[src/logic/dual_timer_params.svh]
// register offsets, field positions, reset values and divider widths
`ifndef DUAL_TIMER_PARAMS_SVH
`define DUAL_TIMER_PARAMS_SVH
`define OFS_T3_CTRL      8'h18
`define OFS_T4_CTRL      8'h19
`define OFS_T3_PERIOD    8'h1A
`define OFS_T3_PWIDTH    8'h1B
`define OFS_T4_PERIOD    8'h1C
`define OFS_T4_PWIDTH    8'h1D
`define OFS_OPTIONS      8'h20
`define OFS_STATUS       8'h21
`define OFS_COUNT        8'h22
`define IDX_TO_ADDR(i)   {(i), 2'b00}
`define FLD_MODE_LSB     0
`define FLD_RUN_BIT      3
`define FLD_CLK_LSB      4
`define FLD_FF_BIT       7
`define RST_CTRL         8'h00
`define RST_TREG         8'h00
`define DIV_W            11
`define LOWDIV_W         3
`endif

[src/logic/dual_timer_pkg.sv]
// types shared by the dual 8-bit timer control block
package dual_timer_pkg;
    typedef enum logic [2:0] {
        CLK_DIV11, CLK_DIV7, CLK_DIV5, CLK_DIV3,
        CLK_LOW, CLK_DIV1, CLK_FULL, CLK_PIN
    } clk_sel_e;
    typedef enum logic [2:0] {
        MODE_TIMER8, MODE_DIVOUT8, MODE_PWM8, MODE_CASCADE,
        MODE_TIMER16, MODE_WARMUP16, MODE_PWM16, MODE_PULSE16
    } mode_e;
    typedef struct packed {
        logic     ff_init;
        clk_sel_e clk;
        logic     run;
        mode_e    mode;
    } ctrl_s;
    typedef enum logic [1:0] {
        BUS_IDLE, BUS_WRESP, BUS_RRESP
    } bus_state_e;
endpackage : dual_timer_pkg
[src/logic/dual_timer_ctrl.sv]
// dual 8-bit timer control with AXI4-Lite register access
//
// The AXI4-Lite slave port was chosen for this implementation.
`timescale 1ns/100ps
`default_nettype none
`include "dual_timer_params.svh"

module dual_timer_ctrl
    import dual_timer_pkg::*;
(
    // clock and reset
    input  wire logic        ref_clk,
    input  wire logic        srst,
    // axi4-lite write address
    input  wire logic        s_axi_awvalid,
    output logic             s_axi_awready,
    input  wire logic [7:0]  s_axi_awaddr,
    // axi4-lite write data
    input  wire logic        s_axi_wvalid,
    output logic             s_axi_wready,
    input  wire logic [31:0] s_axi_wdata,
    input  wire logic [3:0]  s_axi_wstrb,
    // axi4-lite write response
    output logic             s_axi_bvalid,
    input  wire logic        s_axi_bready,
    output logic [1:0]       s_axi_bresp,
    // axi4-lite read
    input  wire logic        s_axi_arvalid,
    output logic             s_axi_arready,
    input  wire logic [7:0]  s_axi_araddr,
    output logic             s_axi_rvalid,
    input  wire logic        s_axi_rready,
    output logic [31:0]      s_axi_rdata,
    output logic [1:0]       s_axi_rresp,
    // external count pins and low-frequency clock, asynchronous
    input  wire logic        timer3_pin,
    input  wire logic        timer4_pin,
    input  wire logic        low_freq_clock,
    // timer state outputs
    output logic             timer3_flipflop,
    output logic             timer4_flipflop,
    output logic [7:0]       timer3_count,
    output logic [7:0]       timer4_count
);

    typedef struct packed {
        ctrl_s       t3;
        ctrl_s       t4;
        logic [7:0]  per3;
        logic [7:0]  pw3;
        logic [7:0]  per4;
        logic [7:0]  pw4;
        logic        low_opt;
        logic        low_speed;
        logic [7:0]  cnt3;
        logic [7:0]  cnt4;
        logic        ff3;
        logic        ff4;
        logic [`DIV_W-1:0]    div;
        logic [`LOWDIV_W-1:0] ldiv;
        logic [2:0]  sync3;
        logic [2:0]  sync4;
        logic [2:0]  synlo;
        logic        pin3_lvl;
        logic        pin4_lvl;
        logic        lo_lvl;
        logic        aw_hold;
        logic [7:0]  aw_addr;
        logic        w_hold;
        logic [31:0] w_data;
        logic [3:0]  w_strb;
        bus_state_e  bst;
        logic        awready;
        logic        wready;
        logic        arready;
        logic        bvalid;
        logic [1:0]  bresp;
        logic        rvalid;
        logic [31:0] rdata;
        logic [1:0]  rresp;
    } state_s;

    state_s st_reg;
    state_s st_next;

    // register index of a word-aligned byte address
    // the two low address bits are not decoded
    function automatic logic [7:0] reg_idx(input logic [7:0] a);
        reg_idx = {2'b00, a[7:2]};
    endfunction : reg_idx

    // true when an address maps to a register
    function automatic logic addr_ok(input logic [7:0] a);
        case (reg_idx(a))
            `OFS_T3_CTRL, `OFS_T4_CTRL, `OFS_T3_PERIOD, `OFS_T3_PWIDTH,
            `OFS_T4_PERIOD, `OFS_T4_PWIDTH, `OFS_OPTIONS, `OFS_STATUS,
            `OFS_COUNT: addr_ok = 1'b1;
            default:    addr_ok = 1'b0;
        endcase
    endfunction : addr_ok

    // tick of the selected source: divider chain taps, low clock, full rate or pin edge
    function automatic logic src_tick(input clk_sel_e sel,
                                      input logic [`DIV_W-1:0] d,
                                      input logic [`LOWDIV_W-1:0] ld,
                                      input logic lo_opt,
                                      input logic lo_edge,
                                      input logic pin_edge);
        case (sel)
            CLK_DIV11: src_tick = lo_opt ? (lo_edge && ld == '1)
                                         : (d == '1);
            CLK_DIV7:  src_tick = (d[6:0] == '1);
            CLK_DIV5:  src_tick = (d[4:0] == '1);
            CLK_DIV3:  src_tick = (d[2:0] == '1);
            CLK_LOW:   src_tick = lo_edge;
            CLK_DIV1:  src_tick = d[0];
            CLK_FULL:  src_tick = 1'b1;
            CLK_PIN:   src_tick = pin_edge;
            default:   src_tick = 1'b0;
        endcase
    endfunction : src_tick

    // one control byte from a control struct
    function automatic logic [7:0] ctrl_byte(input ctrl_s c);
        ctrl_byte = c;
    endfunction : ctrl_byte

    logic cascade;
    logic run3;
    logic run4;
    logic lo_edge;
    logic pin3_rise;
    logic pin4_rise;
    logic tick3;
    logic tick4;
    logic ovf3;
    logic [7:0] wb;
    logic do_wr;
    logic [7:0] rsel;

    // next-state logic for registers, counters and bus
    always_comb begin
        st_next = st_reg;
        // three-stage synchronisers, second and third stages compared
        st_next.sync3 = {st_reg.sync3[1:0], timer3_pin};
        st_next.sync4 = {st_reg.sync4[1:0], timer4_pin};
        st_next.synlo = {st_reg.synlo[1:0], low_freq_clock};
        st_next.div   = st_reg.div + 1'b1;
        // a rise to high counts once the second and third stages agree
        pin3_rise = st_reg.sync3[2] && st_reg.sync3[1] && !st_reg.pin3_lvl;
        pin4_rise = st_reg.sync4[2] && st_reg.sync4[1] && !st_reg.pin4_lvl;
        lo_edge   = st_reg.synlo[2] && st_reg.synlo[1]
                    && !st_reg.lo_lvl;
        if (st_reg.sync3[2] == st_reg.sync3[1]) begin
            st_next.pin3_lvl = st_reg.sync3[2];
        end
        if (st_reg.sync4[2] == st_reg.sync4[1]) begin
            st_next.pin4_lvl = st_reg.sync4[2];
        end
        if (st_reg.synlo[2] == st_reg.synlo[1]) begin
            st_next.lo_lvl = st_reg.synlo[2];
        end
        if (lo_edge) begin
            st_next.ldiv = st_reg.ldiv + 1'b1;
        end
        // cascade is chosen by the second channel's top mode bit
        cascade = st_reg.t4.mode[2];
        run3 = cascade ? st_reg.t4.run : st_reg.t3.run;
        run4 = st_reg.t4.run;
        tick3 = src_tick(st_reg.t3.clk, st_reg.div, st_reg.ldiv,
                         st_reg.low_opt | st_reg.low_speed, lo_edge,
                         pin3_rise);
        // lower counter wraps at its period, or 0xFF when cascaded
        ovf3 = tick3 && (cascade ? (st_reg.cnt3 == 8'hFF)
                                 : (st_reg.cnt3 == st_reg.per3));
        tick4 = cascade ? ovf3
              : src_tick(st_reg.t4.clk, st_reg.div, st_reg.ldiv,
                         st_reg.low_opt | st_reg.low_speed, lo_edge,
                         pin4_rise);
        // first channel counter
        if (!run3) begin
            st_next.cnt3 = 8'h00;
            st_next.ff3  = cascade ? st_reg.t4.ff_init
                                   : st_reg.t3.ff_init;
        end else if (tick3) begin
            st_next.cnt3 = ovf3 ? 8'h00 : st_reg.cnt3 + 1'b1;
            if (ovf3 && st_reg.t3.mode != MODE_TIMER8) begin
                st_next.ff3 = !st_reg.ff3;
            end
        end
        // second channel counter
        if (!run4) begin
            st_next.cnt4 = 8'h00;
            st_next.ff4  = st_reg.t4.ff_init;
        end else if (tick4) begin
            if (!cascade && st_reg.cnt4 == st_reg.per4) begin
                st_next.cnt4 = 8'h00;
                if (st_reg.t4.mode != MODE_TIMER8) begin
                    st_next.ff4 = !st_reg.ff4;
                end
            end else begin
                st_next.cnt4 = st_reg.cnt4 + 1'b1;
            end
        end
        // axi write: take address and data in either order
        st_next.awready = 1'b0;
        st_next.wready  = 1'b0;
        st_next.arready = 1'b0;
        if (s_axi_awvalid && st_reg.awready) begin
            st_next.aw_hold = 1'b1;
            st_next.aw_addr = s_axi_awaddr;
        end
        if (s_axi_wvalid && st_reg.wready) begin
            st_next.w_hold = 1'b1;
            st_next.w_data = s_axi_wdata;
            st_next.w_strb = s_axi_wstrb;
        end
        do_wr = 1'b0;
        wb    = st_reg.w_data[7:0];
        rsel  = 8'h00;
        // bus state: idle, write answer pending, read answer pending
        case (st_reg.bst)
            BUS_IDLE: begin
                st_next.awready = !st_reg.aw_hold && !st_next.aw_hold;
                st_next.wready  = !st_reg.w_hold && !st_next.w_hold;
                if (st_reg.aw_hold && st_reg.w_hold) begin
                    do_wr = st_reg.w_strb[0];
                    st_next.aw_hold = 1'b0;
                    st_next.w_hold  = 1'b0;
                    st_next.bvalid  = 1'b1;
                    st_next.bresp   = addr_ok(st_reg.aw_addr) ? 2'h0 : 2'h2;
                    st_next.awready = 1'b0;
                    st_next.wready  = 1'b0;
                    st_next.bst     = BUS_WRESP;
                end else if (s_axi_arvalid && st_reg.arready) begin
                    case (reg_idx(s_axi_araddr))
                        `OFS_T3_CTRL:   rsel = ctrl_byte(st_reg.t3);
                        `OFS_T4_CTRL:   rsel = ctrl_byte(st_reg.t4);
                        `OFS_T3_PERIOD: rsel = st_reg.per3;
                        `OFS_T3_PWIDTH: rsel = st_reg.pw3;
                        `OFS_T4_PERIOD: rsel = st_reg.per4;
                        `OFS_T4_PWIDTH: rsel = st_reg.pw4;
                        `OFS_OPTIONS:   rsel = {6'h00, st_reg.low_speed,
                                                st_reg.low_opt};
                        `OFS_STATUS:    rsel = {4'h0, cascade, run4,
                                                st_reg.ff4, st_reg.ff3};
                        `OFS_COUNT:     rsel = st_reg.cnt3;
                        default:        rsel = 8'h00;
                    endcase
                    st_next.rdata  = {24'h000000, rsel};
                    st_next.rresp  = addr_ok(s_axi_araddr) ? 2'h0 : 2'h2;
                    st_next.rvalid = 1'b1;
                    st_next.bst    = BUS_RRESP;
                end else begin
                    // no read offer while a complete write is about to run
                    st_next.arready = !st_reg.arready
                                   && !(st_next.aw_hold && st_next.w_hold);
                end
            end
            BUS_WRESP: begin
                if (s_axi_bready) begin
                    st_next.bvalid = 1'b0;
                    st_next.bst    = BUS_IDLE;
                end
            end
            BUS_RRESP: begin
                if (s_axi_rready) begin
                    st_next.rvalid = 1'b0;
                    st_next.bst    = BUS_IDLE;
                end
            end
            default: st_next.bst = BUS_IDLE;
        endcase
        // writes while counting are not blocked; software keeps fields fixed
        // register writes, low byte lane only
        if (do_wr) begin
            case (reg_idx(st_reg.aw_addr))
                `OFS_T3_CTRL:   st_next.t3 = ctrl_s'(wb);
                `OFS_T4_CTRL:   st_next.t4 = ctrl_s'(wb);
                `OFS_T3_PERIOD: st_next.per3 = wb;
                `OFS_T3_PWIDTH: st_next.pw3 = wb;
                `OFS_T4_PERIOD: st_next.per4 = wb;
                `OFS_T4_PWIDTH: st_next.pw4 = wb;
                `OFS_OPTIONS: begin
                    st_next.low_opt   = wb[0];
                    st_next.low_speed = wb[1];
                end
                default: st_next.low_opt = st_reg.low_opt;
            endcase
        end
    end

    // state register with synchronous reset
    // filtered pin levels start low, so no false edge follows reset
    always_ff @(posedge ref_clk) begin
        if (srst) begin
            st_reg         <= '0;
            st_reg.t3      <= ctrl_s'(`RST_CTRL);
            st_reg.t4      <= ctrl_s'(`RST_CTRL);
            st_reg.per3    <= `RST_TREG;
            st_reg.pw3     <= `RST_TREG;
            st_reg.per4    <= `RST_TREG;
            st_reg.pw4     <= `RST_TREG;
            st_reg.bst     <= BUS_IDLE;
        end else begin
            st_reg <= st_next;
        end
    end

    // outputs straight from the state register
    assign s_axi_awready   = st_reg.awready;
    assign s_axi_wready    = st_reg.wready;
    assign s_axi_bvalid    = st_reg.bvalid;
    assign s_axi_bresp     = st_reg.bresp;
    assign s_axi_arready   = st_reg.arready;
    assign s_axi_rvalid    = st_reg.rvalid;
    assign s_axi_rdata     = st_reg.rdata;
    assign s_axi_rresp     = st_reg.rresp;
    assign timer3_flipflop = st_reg.ff3;
    assign timer4_flipflop = st_reg.ff4;
    assign timer3_count    = st_reg.cnt3;
    assign timer4_count    = st_reg.cnt4;

endmodule : dual_timer_ctrl
`default_nettype wire

[config.mk]
export PLATFORM = sky130hd
export DESIGN_NAME = dual_timer_ctrl
export DESIGN_NICKNAME = d
export VERILOG_FILES = /design/src/logic/dual_timer_pkg.sv /design/src/logic/dual_timer_ctrl.sv
export VERILOG_INCLUDE_DIRS = /design/src /design/src/logic
export SDC_FILE = /design/constraint.sdc
export NUM_CORES = 1
export LEC_CHECK = 0
export BUFFER_PORTS_ARGS = -buffer_cell sky130_fd_sc_hd__buf_2
export CORE_MARGIN = 4
export CORE_UTILIZATION = 39
export DETAILED_ROUTE_END_ITERATION = 6
export SETUP_SLACK_MARGIN = 0.02
export SYNTH_ARGS = -nofsm -noshare
export SYNTH_HDL_FRONTEND = slang
export SYNTH_SLANG_ARGS = --single-unit
[constraint.sdc]
create_clock -name ref_clk -period 3.41 [get_ports ref_clk]
set_clock_uncertainty 0.15 [all_clocks]
set_input_delay 0.341 -clock ref_clk [delete_from_list [all_inputs] [get_ports ref_clk]]
set_output_delay 0.341 -clock ref_clk [all_outputs]
set_load 0.03 [all_outputs]
==> flow_summary_export.csv <==
group,metric,value,unit
route,drtPass1Iterations,5,
clock_tree,clk_pin_slew,0.05,ns
route,via_per_inst,5.23,
timing,maxSlewViolCount,0,
place,dp_hpwl,10.9,mm
route,drt_iter0_drc,269,
final_layout,finish.utilization,45.2,%
synth,synthDistinctLibCells,59,
route,vias,5055,
pwr,seqPwrFrac,41.0,%
final_layout,area_growth,13.7,%
global_routing,grt_use_total,16.9,%
clock_tree,numCtsBuffers,17,
timing,relSlewSlack,42.8,%
synth,yosysTopAreaCell,"dfxtp_1",
route,totalWireLength,15.1,mm
synth,syn_area_per_cell,8.83,um2
worst_setup_path,rrSetupSlack,0.53,ns
clock_tree,clk_latency,0.41,ns
die,die_y,135,um
worst_setup_path,path_max_fanout,9,
synth,synth_top_flop_cell,"dfxtp_1",
clock_tree,htreeDepth,4,
global_routing,grt_pass1_vias,4879,
global_routing,grt_overflow,0,
timing,worst_pin_slew,0.851,ns
final_layout,largest_reg_flops,87,
route,ant_nets,0,
pwr,leakage,3.01,nW
final_layout,finalInstanceArea,7160,um2
synth,synth_edf_count,0,
timing,fmax,348,MHz
synth,synthTopCellsByCount,"dfxtp_1, nor2_1, mux2i_1, buf_4, nand2_1",
synth,ys_seq_elements,128,
global_routing,grt_max_degree,79,
clock_tree,cts_buffer_depth,2,
synth,netlist_instances,713,
place,place_inst,934,
worst_setup_path,cp-end-kind,"flop",
clock_tree,cts_tree,"done",
place,dpl_cell_area,6480,um2
global_routing,grt_pass1_wl,24.7,mm
final_layout,final_cell_count_no_fill,967,
worst_setup_path,critical_path_class,"flop to flop",
synth,ys_seq_area_share,40.7,%
timing,period_needed,2.88,ns
die,dieArea,18200,um2
synth,yosysWarnings,0,
synth,syn_area,6300,um2
route,post_drt_wl_per_cell,15.6,um
pwr,p_sw_share,22.8,%
worst_setup_path,required,3.60,ns
clock_tree,root_buffer,"clkbuf_16",
timing,finalSetupTns,0,ns
worst_setup_path,worstPathArrival,3.06,ns
clock_tree,post_cts_resized,0,
clock_tree,postCtsSetupBuffers,0,
pwr,intPower,0.00301,W
die,die_w,135,um
synth,async_flop_share,0,%
final_layout,drive_gt1_share,14.9,%
pwr,power_switching,0.000887,W
die,core_area,15800,um2
place,gp_congestion,0.851,
run,maxCapViolCount,0,
clock_tree,cts_sinks,128,
final_layout,nNetsFinal,812,
hold_path,min_path_type,"input pin to flop",
pwr,peakVddDrop,0.344,mV
worst_setup_path,start_kind,"flop",
pwr,pwr-share-comb,7.9,%
timing,final-setup-viol-count,0,
synth,synth_area_leaders,"dfxtp_1, mux2i_1, nor2_1",
global_routing,antenna_found_initial,0,
outcome,status,"completed",
die,initial_utilization,39.8,%
final_layout,fillCellCount,1562,
timing,rsz0062_at_grt,"false",
pwr,power_frac_clock,51.1,%
die,placementRows,46,
synth,yosysMostFrequentCell,"dfxtp_1",
synth,yosys.area.top_type_share,40.7,%
die,ios,121,
place,port_buffers,63,
final_layout,diodes,0,
route,drc,0,
timing,finalHoldViolations,0,
pwr,power_density,544,nW/um2
timing,fin_crit_sh,84.3,%
[metal layers]
layer	global-route usage (%)	wire [um]	share of wire, %	up-vias
li1	-	-	-	2479
met5	0	0	0	-
met3	3.84	818	5.4	27
met4	7.45	397	2.6	0
met2	27.2	6930	46	141
met1	21.9	6960	46	2408
[path summary, 6_finish.rpt]
kind,startpoint,to,cells after the start
worst min-delay path,s_axi_wdata[2],st_reg[49],3
worst min register to register,st_next[99],st_next[100],1
worst max-delay path,st_reg[104],timer4_count[1],11
worst max register to register,st_reg[104],timer4_count[1],11
[cell families (layout without fill, tap and decap cells)]
group                      Yosys count  count (layout)  synth area share [%]
and+or+nand+nor                    264             264                  20.9
buffers and inverters               96             109                  9.08
adders and majority gates           10              10                  1.99
other                                1              26                0.0596
muxes                               64              64                  10.3
AOI/OAI and AO/OA                  122             122                  13.1
xor gates and xnor gates            28              28                  3.90
DFF                                128             128                  40.7
[layout make-up]
cell class	instances	area, um2	area share [%]
clock inverter	5	150	2.10
tap	216	270	3.77
inverter	5	18.8	0.262
multi-input combinational	514	3260	45.5
timing repair buffer	74	408	5.70
sequential	128	2560	35.8
clock buffer	25	495	6.92
[through the flow]
stage	setup slack (ns)	total power (W)	hold WS (ns)
global route	0.150	0.00402	0.0119
floorplan	0.997	0.00189	0.264
detailed placement	0.560	0.00193	0.276
global placement	0.610	0.00193	0.274
finish	0.534	0.00390	0.0244
CTS	0.553	0.00393	0.00652
[power groups by stage]
stage / registers, W / logic [W] / clock network (W)
CTS: 0.00160 / 0.000307 / 0.00202
floorplan: 0.00163 / 0.000261 / 0
global route: 0.00161 / 0.000337 / 0.00208
global placement: 0.00163 / 0.000299 / 0
finish: 0.00160 / 0.000306 / 0.00199
detailed placement: 0.00163 / 0.000303 / 0
[cell usage in the layout (no fill, tap or decap), drive strengths merged, types with 4 or more instances in the layout]
cell    netlist  routed
o21ai        17      17
xnor2        21      21
a22oi         8       8
bufinv        0       5
clkbuf       27      25
xor2          7       7
and2          9       9
nor2b        20      20
or3           5       5
nand2        45      45
and3          5       5
mux2          5       5
a222oi        4       4
a21oi        40      40
dfxtp       128     128
a22o          6       6
o311ai        7       7
conb          1      26
nand4         6       6
nor4          6       6
nor2        107     107
ha           10      10
mux2i        59      59
a211oi       11      11
inv           5       5
nand2b        8       8
nand3        21      21
buf          64      71
nand3b        7       7
a221oi        8       8
nor3         12      12
[critical path: stages (launching register included)]
cell      delay (ns)
dfxtp_1         0.42
ha_1            0.20
nand3_1         0.17
inv_1           0.13
ha_1            0.16
mux2i_1         0.08
a21oi_1         0.13
o21ai_0         0.12
a21oi_1         0.31
a21boi_2        0.21
or4b_1          0.55
a21oi_1         0.16
[what timing repair did]
item	in CTS	in global routing
endpoints found under the hold margin	3	0
setup endpoints to repair	0	0
hold buffers	3	0
No activity file was read; power rests on OpenSTA's default activity.
